File: src/hw/ccpu_pkg.sv
// constants, types and rule summary for the capture/compare/pwm pair
// Contract
// - each unit has one 16-bit register for capture, compare or duty
// - the 16-bit register is reached as low and high bytes
// - both units behave alike except for the special event action; the direction bit and port latch feedback exist for unit one's pin only
// - unit one special event resets the shared wide timer
// - unit two special event resets timer, starts conversion if enabled
// - capture and compare use wide timer; pwm uses period timer
// - two pwm units share period timer frequency and update rate
// - mode selects capture event: fall, rise, every 4th, every 16th rise
// - a capture event copies the wide timer into the value register
// - capture sets the unit flag; it stays until software clears it
// - a new capture overwrites an unread old value
// - a port latch write on an output pin can cause a capture
// - mode 1001 match drives the pin low and sets the flag
// - mode 1010 match sets the flag and leaves the pin alone
// - special event never sets the wide timer overflow flag
// - pwm duty is 10 bits: low byte msbs, control bits 5:4 lsbs
// - clearing control forces the output latch low, not the port latch
// - prescaler counter clears when off, not capturing, or on reset
`default_nettype none
package ccpu_pkg;
    // --------------------------------------------------------------
    // register map (word offsets of the plain register port)
    // --------------------------------------------------------------
    localparam logic [3:0] A_ONE_LOW   = 4'h0;
    localparam logic [3:0] A_ONE_HIGH  = 4'h1;
    localparam logic [3:0] A_ONE_CTRL  = 4'h2;
    localparam logic [3:0] A_TWO_LOW   = 4'h3;
    localparam logic [3:0] A_TWO_HIGH  = 4'h4;
    localparam logic [3:0] A_TWO_CTRL  = 4'h5;
    localparam logic [3:0] A_FLAGS     = 4'h6;
    localparam logic [3:0] A_PIN_CTRL  = 4'h7;
    localparam logic [7:0] CTRL_RESET  = 8'h00;
    localparam logic [7:0] CTRL_MASK   = 8'h3F;
    localparam logic [7:0] UNMAPPED_RD = 8'h00;
    // flag register bit positions
    localparam int FLAG_ONE_BIT = 0;
    localparam int FLAG_TWO_BIT = 1;
    // pin control: bit 0 direction unit one (1 input), bit 1 data latch
    localparam int PIN_DIR_BIT  = 0;
    localparam int PIN_DATA_BIT = 1;
    localparam logic [7:0] PIN_CTRL_RESET = 8'h01;
    // mode codes
    localparam logic [3:0] M_OFF      = 4'h0;
    localparam logic [3:0] M_CAP_FALL = 4'h4;
    localparam logic [3:0] M_CAP_RISE = 4'h5;
    localparam logic [3:0] M_CAP_4    = 4'h6;
    localparam logic [3:0] M_CAP_16   = 4'h7;
    localparam logic [3:0] M_CMP_HIGH = 4'h8;
    localparam logic [3:0] M_CMP_LOW  = 4'h9;
    localparam logic [3:0] M_CMP_SOFT = 4'hA;
    localparam logic [3:0] M_CMP_TRIG = 4'hB;
    localparam logic [3:0] PRESC_4_LAST  = 4'h3;
    localparam logic [3:0] PRESC_16_LAST = 4'hF;

    typedef struct packed {
        logic [1:0] duty_lsb;
        logic [3:0] mode;
    } ccpu_ctrl_t;

    typedef struct packed {
        logic        event_pulse;
        logic        trig_pulse;
    } ccpu_evt_t;
endpackage : ccpu_pkg
`default_nettype wire

File: src/hw/ccpu_sync.sv
// two-flop synchroniser for one pin level
`default_nettype none
module ccpu_sync (
    // clock and reset
    input  wire logic clock_in,
    input  wire logic rst_in,
    // level
    input  wire logic d_in,
    output logic      q_out
);
    logic meta_r;
    always_ff @(posedge clock_in or posedge rst_in) begin
        if (rst_in) begin
            meta_r <= 1'b0;
            q_out  <= 1'b0;
        end else begin
            meta_r <= d_in;
            q_out  <= meta_r;
        end
    end
endmodule : ccpu_sync
`default_nettype wire

File: src/hw/ccpu_unit.sv
// one capture/compare/pwm unit; shared by both instances
`default_nettype none
module ccpu_unit
    import ccpu_pkg::*;
(
    // clock and reset
    input  wire logic        clock_in,
    input  wire logic        rst_in,
    // configuration
    input  wire ccpu_ctrl_t  ctrl_in,
    input  wire logic        ctrl_wr_in,
    input  wire logic        low_wr_in,
    input  wire logic        high_wr_in,
    input  wire logic [7:0]  wdata_in,
    // time bases
    input  wire logic [15:0] wide_timer_in,
    input  wire logic [9:0]  pwm_count_in,
    input  wire logic        period_wrap_in,
    // pin level as seen by the unit
    input  wire logic        pin_in,
    // results
    output logic [15:0]      value_out,
    output logic             out_latch_out,
    output ccpu_evt_t        evt_out
);
    logic [3:0] presc_r;
    logic       pin_d_r;
    logic [1:0] duty_lsb_r;
    logic [1:0] duty_buf_r;
    logic       is_cap;
    logic       is_cmp;
    logic       is_pwm;
    logic       rise;
    logic       fall;
    logic       cap_ev;
    logic       match;
    logic [3:0] presc_last;

    always_comb begin
        is_cap = (ctrl_in.mode[3:2] == 2'b01);
        is_cmp = (ctrl_in.mode[3:2] == 2'b10);
        is_pwm = (ctrl_in.mode[3:2] == 2'b11);
        rise   = pin_in & ~pin_d_r;
        fall   = ~pin_in & pin_d_r;
        presc_last = (ctrl_in.mode == M_CAP_16) ? PRESC_16_LAST
                                                : PRESC_4_LAST;
        cap_ev = 1'b0;
        unique case (ctrl_in.mode)
            M_CAP_FALL: cap_ev = fall;
            M_CAP_RISE: cap_ev = rise;
            M_CAP_4,
            M_CAP_16:   cap_ev = rise && presc_r == presc_last;
            default:    cap_ev = 1'b0;
        endcase
        match = is_cmp && (wide_timer_in == value_out);
    end

    always_ff @(posedge clock_in or posedge rst_in) begin
        if (rst_in) begin
            pin_d_r <= 1'b0;
        end else begin
            pin_d_r <= pin_in;
        end
    end

    // prescaler only counts in the divided capture modes
    always_ff @(posedge clock_in or posedge rst_in) begin
        if (rst_in) begin
            presc_r <= 4'h0;
        end else if (!is_cap || ctrl_wr_in && ctrl_in.mode == M_OFF) begin
            presc_r <= 4'h0;
        end else if (rise && ctrl_in.mode[1]) begin
            presc_r <= (presc_r == presc_last) ? 4'h0 : presc_r + 4'h1;
        end
    end

    // one 16-bit register, byte access; high byte read-only in pwm
    always_ff @(posedge clock_in or posedge rst_in) begin
        if (rst_in) begin
            value_out <= 16'h0000;
        end else if (is_cap && cap_ev) begin
            value_out <= wide_timer_in;
        end else if (is_pwm && period_wrap_in) begin
            value_out[15:8] <= value_out[7:0];
        end else begin
            if (low_wr_in) begin
                value_out[7:0] <= wdata_in;
            end
            if (high_wr_in && !is_pwm) begin
                value_out[15:8] <= wdata_in;
            end
        end
    end

    // two duty lsbs buffered with the high byte at period end
    always_ff @(posedge clock_in or posedge rst_in) begin
        if (rst_in) begin
            duty_lsb_r <= 2'b00;
            duty_buf_r <= 2'b00;
        end else begin
            duty_lsb_r <= ctrl_in.duty_lsb;
            if (is_pwm && period_wrap_in) begin
                duty_buf_r <= duty_lsb_r;
            end
        end
    end

    // compare/pwm output latch, separate from port data latch
    always_ff @(posedge clock_in or posedge rst_in) begin
        if (rst_in) begin
            out_latch_out <= 1'b0;
        end else if (ctrl_in.mode == M_OFF) begin
            out_latch_out <= 1'b0;
        end else if (is_pwm) begin
            if (period_wrap_in) begin
                out_latch_out <= ({value_out[7:0], duty_lsb_r} != 10'h000);
            end else if (pwm_count_in == {value_out[15:8], duty_buf_r}) begin
                out_latch_out <= 1'b0;
            end
        end else if (match && ctrl_in.mode == M_CMP_HIGH) begin
            out_latch_out <= 1'b1;
        end else if (match && ctrl_in.mode == M_CMP_LOW) begin
            out_latch_out <= 1'b0;
        end
    end

    // events registered so each match or capture gives one pulse
    logic match_d_r;
    always_ff @(posedge clock_in or posedge rst_in) begin
        if (rst_in) begin
            match_d_r   <= 1'b0;
            evt_out     <= '0;
        end else begin
            match_d_r <= match;
            evt_out.event_pulse <= (is_cap && cap_ev)
                                || (match && !match_d_r);
            evt_out.trig_pulse  <= match && !match_d_r
                                && ctrl_in.mode == M_CMP_TRIG;
        end
    end
endmodule : ccpu_unit
`default_nettype wire

File: src/hw/ccpu_top.sv
// capture/compare/pwm pair with shared time bases and register port
`default_nettype none
module ccpu_top
    import ccpu_pkg::*;
(
    // clock and reset
    input  wire logic        clock_in,
    input  wire logic        rst_in,
    // register port
    input  wire logic [3:0]  addr_in,
    input  wire logic [7:0]  wdata_in,
    input  wire logic        wr_in,
    input  wire logic        rd_in,
    output logic [7:0]       rdata_out,
    // time bases from the timers
    input  wire logic [15:0] wide_timer_in,
    input  wire logic [9:0]  pwm_count_in,
    input  wire logic        period_wrap_in,
    input  wire logic        adc_enabled_in,
    // pins (output enable low while driving)
    input  wire logic        pin_one_in,
    output logic             pin_one_out,
    output logic             pin_one_oe_n_out,
    input  wire logic        pin_two_in,
    output logic             pin_two_out,
    // events
    output logic             wide_timer_reset_out,
    output logic             adc_start_out,
    output logic             wide_timer_overflow_set_out
);
    // --------------------------------------------------------------
    // registers
    // --------------------------------------------------------------
    ccpu_ctrl_t  ctrl_one_r;
    ccpu_ctrl_t  ctrl_two_r;
    logic [1:0]  flags_r;
    logic [7:0]  pin_ctrl_r;
    logic [15:0] val_one;
    logic [15:0] val_two;
    logic        latch_one;
    logic        latch_two;
    ccpu_evt_t   evt_one;
    ccpu_evt_t   evt_two;
    logic        pin_one_s;
    logic        pin_two_s;
    logic        pin_one_lvl;

    function automatic logic hit(input logic [3:0] a, input logic [3:0] b);
        hit = wr_in && (a == b);
    endfunction : hit

    always_ff @(posedge clock_in or posedge rst_in) begin
        if (rst_in) begin
            ctrl_one_r <= CTRL_RESET[5:0];
            ctrl_two_r <= CTRL_RESET[5:0];
        end else begin
            if (hit(addr_in, A_ONE_CTRL)) begin
                ctrl_one_r <= wdata_in[5:0];
            end
            if (hit(addr_in, A_TWO_CTRL)) begin
                ctrl_two_r <= wdata_in[5:0];
            end
        end
    end

    always_ff @(posedge clock_in or posedge rst_in) begin
        if (rst_in) begin
            pin_ctrl_r <= PIN_CTRL_RESET;
        end else if (hit(addr_in, A_PIN_CTRL)) begin
            pin_ctrl_r <= {6'h00, wdata_in[1:0]};
        end
    end

    // flags: hardware set wins over a software clear (write 1 to clear)
    always_ff @(posedge clock_in or posedge rst_in) begin
        if (rst_in) begin
            flags_r <= 2'b00;
        end else begin
            for (int i = 0; i < 2; i++) begin
                if ((i == FLAG_ONE_BIT) ? evt_one.event_pulse
                                        : evt_two.event_pulse) begin
                    flags_r[i] <= 1'b1;
                end else if (hit(addr_in, A_FLAGS) && wdata_in[i]) begin
                    flags_r[i] <= 1'b0;
                end
            end
        end
    end

    always_ff @(posedge clock_in or posedge rst_in) begin
        if (rst_in) begin
            rdata_out <= 8'h00;
        end else if (rd_in) begin
            unique case (addr_in)
                A_ONE_LOW:  rdata_out <= val_one[7:0];
                A_ONE_HIGH: rdata_out <= val_one[15:8];
                A_ONE_CTRL: rdata_out <= {2'b00, ctrl_one_r};
                A_TWO_LOW:  rdata_out <= val_two[7:0];
                A_TWO_HIGH: rdata_out <= val_two[15:8];
                A_TWO_CTRL: rdata_out <= {2'b00, ctrl_two_r};
                A_FLAGS:    rdata_out <= {6'h00, flags_r};
                A_PIN_CTRL: rdata_out <= pin_ctrl_r;
                default:    rdata_out <= UNMAPPED_RD;
            endcase
        end else begin
            rdata_out <= 8'h00;
        end
    end

    // --------------------------------------------------------------
    // pins and units
    // --------------------------------------------------------------
    ccpu_sync u_sync_one (
        .clock_in (clock_in),
        .rst_in   (rst_in),
        .d_in     (pin_one_in),
        .q_out    (pin_one_s)
    );
    ccpu_sync u_sync_two (
        .clock_in (clock_in),
        .rst_in   (rst_in),
        .d_in     (pin_two_in),
        .q_out    (pin_two_s)
    );

    // with the pin an output in capture mode, the port latch feeds back
    always_comb begin
        pin_one_lvl = pin_ctrl_r[PIN_DIR_BIT] ? pin_one_s
                                              : pin_ctrl_r[PIN_DATA_BIT];
    end

    ccpu_unit u_one (
        .clock_in       (clock_in),
        .rst_in         (rst_in),
        .ctrl_in        (ctrl_one_r),
        .ctrl_wr_in     (hit(addr_in, A_ONE_CTRL)),
        .low_wr_in      (hit(addr_in, A_ONE_LOW)),
        .high_wr_in     (hit(addr_in, A_ONE_HIGH)),
        .wdata_in       (wdata_in),
        .wide_timer_in  (wide_timer_in),
        .pwm_count_in   (pwm_count_in),
        .period_wrap_in (period_wrap_in),
        .pin_in         (pin_one_lvl),
        .value_out      (val_one),
        .out_latch_out  (latch_one),
        .evt_out        (evt_one)
    );
    ccpu_unit u_two (
        .clock_in       (clock_in),
        .rst_in         (rst_in),
        .ctrl_in        (ctrl_two_r),
        .ctrl_wr_in     (hit(addr_in, A_TWO_CTRL)),
        .low_wr_in      (hit(addr_in, A_TWO_LOW)),
        .high_wr_in     (hit(addr_in, A_TWO_HIGH)),
        .wdata_in       (wdata_in),
        .wide_timer_in  (wide_timer_in),
        .pwm_count_in   (pwm_count_in),
        .period_wrap_in (period_wrap_in),
        .pin_in         (pin_two_s),
        .value_out      (val_two),
        .out_latch_out  (latch_two),
        .evt_out        (evt_two)
    );

    // compare/pwm modes drive the pin from the output latch
    always_ff @(posedge clock_in or posedge rst_in) begin
        if (rst_in) begin
            pin_one_out      <= 1'b0;
            pin_one_oe_n_out <= 1'b1;
            pin_two_out      <= 1'b0;
        end else begin
            pin_one_out <= ctrl_one_r.mode[3] ? latch_one
                                              : pin_ctrl_r[PIN_DATA_BIT];
            pin_one_oe_n_out <= pin_ctrl_r[PIN_DIR_BIT];
            pin_two_out <= latch_two;
        end
    end

    always_ff @(posedge clock_in or posedge rst_in) begin
        if (rst_in) begin
            wide_timer_reset_out        <= 1'b0;
            adc_start_out               <= 1'b0;
            wide_timer_overflow_set_out <= 1'b0;
        end else begin
            wide_timer_reset_out <= evt_one.trig_pulse
                                 || evt_two.trig_pulse;
            adc_start_out <= evt_two.trig_pulse && adc_enabled_in;
            wide_timer_overflow_set_out <= 1'b0;
        end
    end
endmodule : ccpu_top
`default_nettype wire

File: config.mk
export PLATFORM = sky130hd
export DESIGN_NAME = ccpu_top
export DESIGN_NICKNAME = d
export VERILOG_FILES = /design/src/hw/ccpu_pkg.sv /design/src/hw/ccpu_sync.sv /design/src/hw/ccpu_unit.sv /design/src/hw/ccpu_top.sv
export SDC_FILE = /design/constraint.sdc
export NUM_CORES = 1
export LEC_CHECK = 0
export ABC_AREA = 1
export BUFFER_PORTS_ARGS = -buffer_cell sky130_fd_sc_hd__clkbuf_2
export CORE_ASPECT_RATIO = 0.75
export CORE_MARGIN = 3
export CORE_UTILIZATION = 45
export DETAILED_ROUTE_END_ITERATION = 10
export HOLD_SLACK_MARGIN = 0.15
export PLACE_DENSITY = 0.62
export SYNTH_ARGS = -nofsm -noshare
export SYNTH_HDL_FRONTEND = slang
export SYNTH_HIERARCHICAL = 1
export SYNTH_SLANG_ARGS = --single-unit
export TNS_END_PERCENT = 20
File: constraint.sdc
create_clock -name clock_in -period 5.8 [get_ports clock_in]
set_clock_uncertainty 0.1 [all_clocks]
set_input_delay 0.29 -clock clock_in [delete_from_list [all_inputs] [get_ports clock_in]]
set_output_delay 0.29 -clock clock_in [all_outputs]
set_load 0.03 [all_outputs]
==> results of run 1 <==
## routing by layer
metal / up-vias / routed length [um]
li1: 2913 / -
met1: 2733 / 9310
met2: 267 / 7820
met3: 26 / 1870
met4: 0 / 302
met5: - / 0
## through the flow
stage                     hold slack, ns  setup slack, ns  util (%)  instance area [um2]
final                              0.191             3.22      52.2                 6840
after global routing               0.209             2.91      52.2                 6840
after CTS                          0.185             3.23      52.2                 6840
after detailed placement          0.0936             3.11      49.2                 6440
after global placement            0.0918             3.20      49.2                 6440
after floorplan                  -0.0688             3.77         -                 6100
## kinds of logic after synthesis
logic type	synth area share, %
AOI/OAI and AO/OA	9.33
xor gates and xnor gates	2.87
adders and majority gates	0.410
buffers and inverters	10.7
DFF	37.4
muxes	0.369
other	0.0615
and+or+nand+nor	38.9
## how the worst min path moves through the flow
stage	start	to	slack [ns]	depth (start not counted)
2_1_floorplan	rst_in	u_sync_one/meta_r	-0.07	1
3_3_place_gp	rst_in	u_sync_one/meta_r	0.09	2
3_5_place_dp	rst_in	u_sync_one/meta_r	0.09	2
4_1_cts	wide_timer_in[14]	u_two/value_out[14]	0.19	3
5_1_grt	wdata_in[2]	ctrl_two_r[2]	0.21	3
6_report	wide_timer_in[14]	u_two/value_out[14]	0.19	3
## flip-flops by register name, indices dropped and copies added, names as in the netlist, 2 cells and up
name,cells
u_two/duty_buf_r,2
ctrl_two_r,6
rdata_out,8
u_one/duty_lsb_r,2
u_two/evt_out,2
u_one/value_out,16
u_one/presc_r,4
u_two/duty_lsb_r,2
flags_r,2
ctrl_one_r,6
u_one/duty_buf_r,2
u_one/evt_out,2
u_two/value_out,16
pin_ctrl_r,2
u_two/presc_r,4
## worst max-delay path, stage by stage (launching register included)
cell and delay (ns):
dfstp_2 0.56, nand2_1 0.05, o21ai_0 0.13, nand2_1 0.10, clkinv_1 0.06, nand2_1 0.07
nor3_1 0.38, nand3_2 0.13, nand2_2 0.25, nand2_4 0.24, a21boi_4 0.30, nand2_1 0.09
nand2_1 0.06
## layout make-up
type | instances | area [um2] | share of cell area, %
clock buffers | 10 | 229 | 3.35
clock inverters | 6 | 114 | 1.67
inverters | 124 | 470 | 6.88
multi-input cells | 641 | 3170 | 46.3
flip-flops and latches | 91 | 2280 | 33.3
well taps | 171 | 214 | 3.13
repair buffers | 66 | 363 | 5.31
## timing repair
action | CTS | global route
hold buffers | 5 | 0
hold endpoints to repair | 94 | 0
gates resized for setup | 0 | 0
## report_power, final
part | switching [mW] | leakage (nW) | internal (mW)
registers | 0.315 | 1.16 | 0.822
clock network | 0.255 | 0.159 | 0.423
logic | 0.532 | 2.37 | 0.313
total | 1.10 | 3.69 | 1.56
## placed cells by master, fill, tap and decap left out, drive strengths merged, types with 5 or more instances in the layout
| cell type | Yosys | routed |
|---|---|---|
| dfrtp | 89 | 89 |
| o21ai | 34 | 34 |
| a21oi | 23 | 23 |
| dlygate4sd3 | 0 | 5 |
| nand4 | 13 | 13 |
| inv | 123 | 124 |
| nor3 | 16 | 16 |
| clkbuf | 2 | 68 |
| o22ai | 7 | 7 |
| nand2 | 313 | 313 |
| o211ai | 8 | 8 |
| nor2 | 75 | 75 |
| nor4 | 10 | 10 |
| nand3 | 100 | 100 |
| xnor2 | 6 | 6 |
| xor2 | 14 | 14 |
==> impl_metrics.env, run 1 <==
export IMPL_min_period_ns=2.58
export IMPL_via_count=5939
export IMPL_cp_start_kind="flip-flop"
export IMPL_synth_flop_cell="dfrtp_1"
export IMPL_timing_slew_headroom_pct=27.8
export IMPL_postRouteAntennaNets=0
export IMPL_yosys_area_top_type="dfrtp_1"
export IMPL_post_cts_buffers=0
export IMPL_hp_class="in2reg"
export IMPL_yosysMostFrequentCell="nand2_1"
export IMPL_grt_pass1_vias=5187
export IMPL_pin_count=60
export IMPL_clk_insertion_delay_late_ns=0.35
export IMPL_r2r_start="pin_ctrl_r[0]"
export IMPL_p_per_area_mw_per_mm2=389
export IMPL_timing_critical_path_to="u_one/value_out[7]"
export IMPL_routabilityCongestion=0.919
export IMPL_r2r_slack_ns=3.22
export IMPL_initial_core_util_pct=46.5
export IMPL_ys_seq_elements=91
export IMPL_drt_iter0_drc=555
export IMPL_core_rowCount=36
export IMPL_wl_um=19300
export IMPL_cts_htree_levels=3
export IMPL_worstPathRequired_ns=5.99
export IMPL_max_clock_path_buffers=2
export IMPL_peakVddDrop_v=0.000207
export IMPL_cts_clk_slew_worst_paths_ns=0.07
export IMPL_rsz0062_at_grt="false"
export IMPL_rr_endpoint="u_one/value_out[7]"
export IMPL_drv_cap=0
export IMPL_crit_fanout=26
export IMPL_synth_top_area_share_pct=36.5
export IMPL_fill_cells=1336
export IMPL_track_usage_pct=26.1
export IMPL_cts_buffers=9
export IMPL_p_leak_nw=3.69
export IMPL_antenna_found_initial=0
export IMPL_ys_seq_area_share_pct=37.4
export IMPL_synth_top_cells_by_area="dfrtp_1, nand2_1, nand3_1"
export IMPL_max_freq_mhz=387
export IMPL_grtUsageMet2_pct=37.0
export IMPL_min_period_over_period_pct=44.5
export IMPL_dpl_cell_count=1088
export IMPL_grt_max_degree=36
export IMPL_yosysWarnings=6
export IMPL_synth_edf_count=0
export IMPL_power_mw=2.66
export IMPL_synthTopCellsByCount="nand2_1, inv_1, nand3_1"
export IMPL_synth_cell_types=46
export IMPL_syn_inst=877
export IMPL_place_hpwl_um=14500
export IMPL_die_w_um=140
export IMPL_avgSynthCellArea_um2=6.96
export IMPL_async_reset_ff_share_pct=100
export IMPL_port_buffers=58
export IMPL_syn_to_final_growth_pct=12.1
export IMPL_drc=0
export IMPL_vias_per_cell=5.36
export IMPL_status="complete, no violations"
export IMPL_overflow=0
export IMPL_synth_area_mm2=0.00610
export IMPL_critPathArrivalTime_ns=2.77
export IMPL_final_setup_viol_count=0
export IMPL_grt_pass1_wl_um=30100
export IMPL_numClockSinks=91
export IMPL_wl_per_cell_um=17.4
export IMPL_synth_nets=925
export IMPL_critPathKind="reg2reg"
export IMPL_drtPass1Iterations=5
export IMPL_hold_viol=0
export IMPL_drive_gt1_share_pct=14.2
export IMPL_tns_ns=0
export IMPL_die_area_mm2=0.0150
export IMPL_r2r_cells=12
export IMPL_num_nets_final=981
export IMPL_n_antenna_cell=0
export IMPL_core_mm2=0.0131
export IMPL_tightest_slew_ns=1.08
export IMPL_grt_util_met3_pct=5.31
export IMPL_use_met1_pct=41.1
export IMPL_die_y_um=107
export IMPL_tritoncts="built"
export IMPL_cts_root_buffer="clkbuf_16"
export IMPL_top_usage_layer="met1"
export IMPL_worstSetupStartpoint="pin_ctrl_r[0]"
export IMPL_crit_path_end_kind="flip-flop"
export IMPL_drv_slew=0
export IMPL_final_cells=1109
(Power assumes the default switching activity.)
==> inputs of run 2 (changes only) <==
clock period = 2.4 ns   (was 5.8 ns; I/O delays follow)
==> impl_metrics.env, run 2 (synthesized netlist as in run 1, its figures left out) <==
export IMPL_status="complete, no violations"
export IMPL_postRouteAntennaNets=0
export IMPL_hold_viol=0
export IMPL_p_sw_mw=2.65
export IMPL_grt_max_degree=30
export IMPL_pwr_share_seq_pct=43.0
export IMPL_worstSetupPathDepth=12
export IMPL_overflow=0
export IMPL_grt_pass1_wl_um=30700
export IMPL_cts_htree_levels=3
export IMPL_via_count=5964
export IMPL_max_freq_mhz=462
export IMPL_routabilityCongestion=0.944
export IMPL_tightest_slew_ns=0.798
export IMPL_grt_pass1_vias=5392
export IMPL_switching_share_pct=42.3
export IMPL_r2r_slack_ns=0.24
export IMPL_cp_num_buf_inv=1
export IMPL_max_clock_path_buffers=2
export IMPL_num_nets_final=1014
export IMPL_drive_gt1_share_pct=14.8
export IMPL_path_delay_family="simple AND/OR/NAND/NOR gates"
export IMPL_timing_slew_headroom_pct=46.4
export IMPL_final_cells=1142
export IMPL_wl_per_cell_um=16.8
export IMPL_final_area_mm2=0.00711
export IMPL_tritoncts="built"
export IMPL_drc=0
export IMPL_cts_clk_slew_worst_paths_ns=0.07
export IMPL_crit_chain="nand2_1 -> o21ai_1 -> nand2_1 -> clkinv_1 -> nand2_1 -> nor3_2 -> nand3_2 -> nand2_2 -> nand2_4 -> a21boi_4 -> nand2_1 -> nand2_1"
export IMPL_vias_per_cell=5.22
export IMPL_rsz0062_at_grt="false"
export IMPL_worstPathRequired_ns=2.59
export IMPL_cts_buffers=9
export IMPL_final_setup_viol_count=0
export IMPL_n_antenna_cell=0
export IMPL_numClockSinks=91
export IMPL_critPathArrivalTime_ns=2.35
export IMPL_drv_slew=0
export IMPL_power_internal_mw=3.61
export IMPL_final_cell_mix="nand2_1, inv_1, nand3_1, dfrtp_1, nor2_1"
export IMPL_peakVddDrop_v=0.000475
export IMPL_crit_fanout=26
export IMPL_pwr_share_clk_pct=23.0
export IMPL_drv_cap=0
export IMPL_wl_um=19200
export IMPL_p_per_area_mw_per_mm2=880
export IMPL_crit_path_end_kind="flip-flop"
export IMPL_worstSetupStartpoint="pin_ctrl_r[0]"
export IMPL_final_common_cell="nand2_1"
export IMPL_fill_cells=1289
export IMPL_cp_slowest_cell="dfstp_2"
export IMPL_die_y_um=107
export IMPL_min_period_over_period_pct=90.1
export IMPL_hp_class="in2reg"
export IMPL_largest_registers="u_one/value_out (16), u_two/value_out (16), rdata_out (8)"
export IMPL_pwr_share_comb_pct=34.0
export IMPL_clk_insertion_delay_late_ns=0.34
export IMPL_power_mw=6.26
export IMPL_die_w_um=140
export IMPL_placed_cell_area_mm2=0.00653
export IMPL_cts_root_buffer="clkbuf_16"
export IMPL_syn_to_final_growth_pct=16.6
export IMPL_pin_count=60
export IMPL_initial_core_util_pct=46.5
export IMPL_drtPass1Iterations=7
export IMPL_cpMostUsedCell="nand2_1"
export IMPL_dpl_cell_count=1098
export IMPL_r2r_cells=12
export IMPL_r2r_start="pin_ctrl_r[0]"
export IMPL_port_buffers=58
export IMPL_core_mm2=0.0131
export IMPL_die_area_mm2=0.0150
export IMPL_whs_ns=0.162
export IMPL_antenna_found_initial=0
export IMPL_critPathKind="reg2reg"
export IMPL_timing_critical_path_to="u_one/value_out[6]"
export IMPL_rr_endpoint="u_one/value_out[6]"
export IMPL_cp_start_kind="flip-flop"
export IMPL_drt_iter0_drc=553
export IMPL_crit_path_max_incr_delay_ns=0.56
export IMPL_p_leak_nw=3.82
export IMPL_core_rowCount=36
export IMPL_place_hpwl_um=14500
export IMPL_track_usage_pct=26.4
export IMPL_tns_ns=0
export IMPL_min_period_ns=2.16
export IMPL_post_cts_buffers=0
run 2: changes by cell type in the layout (fill, tap and decap cells not counted):
cell,change
buf_12,+1
o21ai_0,-1
nor3_2,+1
buf_4,+9
o21ai_1,+1
bufinv_16,-2
clkinvlp_4,+1
dlygate4sd3_1,+23
nor3_1,-1
clkinv_2,+1
run 2: worst min-delay path by stage:
| stage | start | endpoint | slack (ns) | depth (start not counted) |
|---|---|---|---|---|
| floorplan | rst_in | u_sync_one/meta_r | -0.24 | 1 |
| global placement | rst_in | u_sync_two/meta_r | -0.08 | 2 |
| detailed placement | rst_in | u_sync_two/meta_r | -0.08 | 2 |
| CTS | wide_timer_in[7] | u_one/value_out[7] | 0.15 | 5 |
| global route | wide_timer_in[0] | u_two/value_out[0] | 0.18 | 5 |
| finish | wide_timer_in[0] | u_two/value_out[0] | 0.16 | 5 |
run 2: timing repair:
action	CTS	global route
endpoints found under the hold margin	129	0
endpoints found under the setup margin	0	8
gates resized for setup	0	2
hold buffers	28	0
run 2: power by group through the flow:
| stage | logic [mW] | registers, mW | clock network, mW |
|---|---|---|---|
| floorplan | 1.53 | 2.49 | 0 |
| global route | 2.43 | 2.76 | 1.52 |
| finish | 2.13 | 2.69 | 1.44 |
| detailed placement | 2.05 | 2.71 | 0 |
| global placement | 2.04 | 2.71 | 0 |
| CTS | 2.10 | 2.68 | 1.47 |
run 2: metrics by stage:
step | util, % | worst slack (ns)
2_1_floorplan | - | 0.369
3_3_place_gp | 49.8 | 0.266
3_5_place_dp | 49.8 | 0.173
4_1_cts | 54.2 | 0.150
5_1_grt | 54.3 | 0.00860
6_report | 54.3 | 0.237
run 2: worst register-to-register path: cells and delay by family (launching register included):
family | cells | cell delay [ns]
AOI/OAI and AO/OA | 2 | 0.44
buffers and inverters | 1 | 0.05
and+or+nand+nor | 9 | 0.93
DFF | 1 | 0.56
run 2: area by class of cell:
cell class                 instances  area (um2)  area share [%]
sequential                        91        2280            32.1
clock buffer                      10         229            3.22
timing repair buffer              99         681            9.57
multi-input combinational        641        3170            44.6
clock inverter                     6        66.3           0.932
inverter                         124         470            6.62
tap                              171         214            3.01
run 2: routing by layer:
metal / part of all wire (%) / wire (um) / track usage (%) / vias up
li1: - / - / - / 2971
met4: 1.6 / 307 / 5.88 / 0
met2: 42 / 8010 / 37.3 / 233
met1: 48 / 9160 / 41.3 / 2741
met5: 0 / 0 / 0 / -
met3: 9.0 / 1720 / 5.62 / 19
==> inputs of run 3 (changes only) <==
MAX_ROUTING_LAYER = met4   (was not set)
==> impl_metrics.env, run 3 (synthesized netlist as in run 1, its figures left out) <==
export IMPL_p_leak_nw=3.83
export IMPL_drv_cap=0
export IMPL_dpl_cell_count=1099
export IMPL_drc=0
export IMPL_final_area_mm2=0.00714
export IMPL_die_y_um=107
export IMPL_tightest_slew_ns=0.802
export IMPL_drt_iter0_drc=541
export IMPL_tritoncts="built"
export IMPL_drive_gt1_share_pct=15.0
export IMPL_final_common_cell="nand2_1"
export IMPL_critPathKind="reg2reg"
export IMPL_drtPass1Iterations=6
export IMPL_pwr_share_comb_pct=34.0
export IMPL_n_antenna_cell=0
export IMPL_switching_share_pct=42.2
export IMPL_drv_slew=0
export IMPL_cp_start_kind="flip-flop"
export IMPL_pin_count=60
export IMPL_finish_utilization_pct=54.5
export IMPL_fin_ws_ns=0.253
export IMPL_status="complete, no violations"
export IMPL_worstPathRequired_ns=2.58
export IMPL_p_sw_mw=2.67
export IMPL_postRouteAntennaNets=0
export IMPL_overflow=0
export IMPL_antenna_found_initial=0
export IMPL_r2r_slack_ns=0.25
export IMPL_place_hpwl_um=14500
export IMPL_cts_htree_levels=3
export IMPL_die_area_mm2=0.0150
export IMPL_crit_fanout=26
export IMPL_placed_cell_area_mm2=0.00654
export IMPL_vias_per_cell=5.24
export IMPL_p_per_area_mw_per_mm2=884
export IMPL_critPathArrivalTime_ns=2.33
export IMPL_cts_buffers=9
export IMPL_min_period_ns=2.15
export IMPL_routabilityCongestion=0.954
export IMPL_timing_slew_headroom_pct=46.1
export IMPL_hp_class="in2reg"
export IMPL_num_nets_final=1015
export IMPL_fill_cells=1323
export IMPL_power_mw=6.32
export IMPL_cts_root_buffer="clkbuf_16"
export IMPL_hold_viol=0
export IMPL_largest_registers="u_one/value_out (16), u_two/value_out (16), rdata_out (8)"
export IMPL_via_count=5990
export IMPL_initial_core_util_pct=46.5
export IMPL_core_mm2=0.0131
export IMPL_grt_pass1_wl_um=30800
export IMPL_core_rowCount=36
export IMPL_final_seq_area_mm2=0.00228
export IMPL_peakVddDrop_v=0.000473
export IMPL_pwr_share_seq_pct=42.7
export IMPL_clk_insertion_delay_late_ns=0.34
export IMPL_numClockSinks=91
export IMPL_min_period_over_period_pct=89.5
export IMPL_power_internal_mw=3.65
export IMPL_wl_um=19500
export IMPL_whs_ns=0.162
export IMPL_max_freq_mhz=466
export IMPL_max_clock_path_buffers=2
export IMPL_track_usage_pct=27.5
export IMPL_final_cell_mix="nand2_1, inv_1, nand3_1, dfrtp_1, nor2_1"
export IMPL_final_cells=1143
export IMPL_syn_to_final_growth_pct=17.1
export IMPL_crit_path_end_kind="flip-flop"
export IMPL_grt_pass1_vias=5408
export IMPL_place_ws_ns=0.212
export IMPL_grt_max_degree=30
export IMPL_multi_input_area_mm2=0.00318
export IMPL_tns_ns=0
export IMPL_wl_per_cell_um=17.1
export IMPL_port_buffers=58
export IMPL_cts_clk_slew_worst_paths_ns=0.07
export IMPL_die_w_um=140
export IMPL_pwr_share_clk_pct=23.3
export IMPL_final_setup_viol_count=0
==> run 3: changes by cell type in the layout (fill, tap and decap cells not counted), sizes merged <==
| cell | before | now |
|---|---|---|
| clkinv | 2 | 4 |
| clkinvlp | 3 | 1 |
| buf | 13 | 14 |
==> run 3: routing by layer <==
layer	vias to the layer above	GRT usage (%)	share of wire (%)	wire length [um]
li1	2977	-	-	-
met4	0	8.37	2.6	516
met2	241	38.0	41	8030
met5	-	-	0	0
met3	30	4.95	7.8	1520
met1	2742	40.9	48	9470
==> run 3: worst paths after layout <==
| kind | start | to | cells past startpoint |
|---|---|---|---|
| setup / recovery | pin_ctrl_r[0] | u_one/value_out[4] | 12 |
| hold / removal | wide_timer_in[2] | u_one/value_out[2] | 5 |
| setup reg to reg | pin_ctrl_r[0] | u_one/value_out[4] | 12 |
| hold reg to reg | u_sync_two/meta_r | u_sync_two/q_out | 0 |
| max in group asynchronous | rst_in | u_sync_one/meta_r | 4 |
| min in group asynchronous | rst_in | u_two/presc_r[0] | 4 |
==> run 3: final cells by class <==
type	count	share of cell area (%)
sequential	91	31.9
clock buffer	10	3.35
clock inverter	6	1.02
multi-input combinational	641	44.5
timing repair buffer	100	9.63
inverter	124	6.58
tap	171	2.99
==> run 3: repair_timing <==
item	in CTS	in global routing
hold endpoints to repair	144	0
resized for setup	0	2
hold buffers	28	0
setup endpoints to repair	0	8
buffers inserted	0	0
==> run 3: power groups by stage <==
stage	Sequential (mW)	Combinational, mW	Clock [mW]
after CTS	2.67	2.12	1.51
after global placement	2.70	2.05	0
after detailed placement	2.69	2.07	0
final	2.70	2.15	1.48
after floorplan	2.49	1.53	0
after global routing	2.75	2.46	1.56
==> run 3: critical path: stages, from the launching register on <==
cell	delay, ns
dfstp_2	0.56
nand2_1	0.05
o21ai_0	0.12
nand2_1	0.09
clkinv_1	0.06
nand2_1	0.08
nor3_2	0.20
nand3_2	0.11
nand2_2	0.12
nand2_8	0.13
a21boi_4	0.30
nand2_1	0.09
nand2_1	0.07
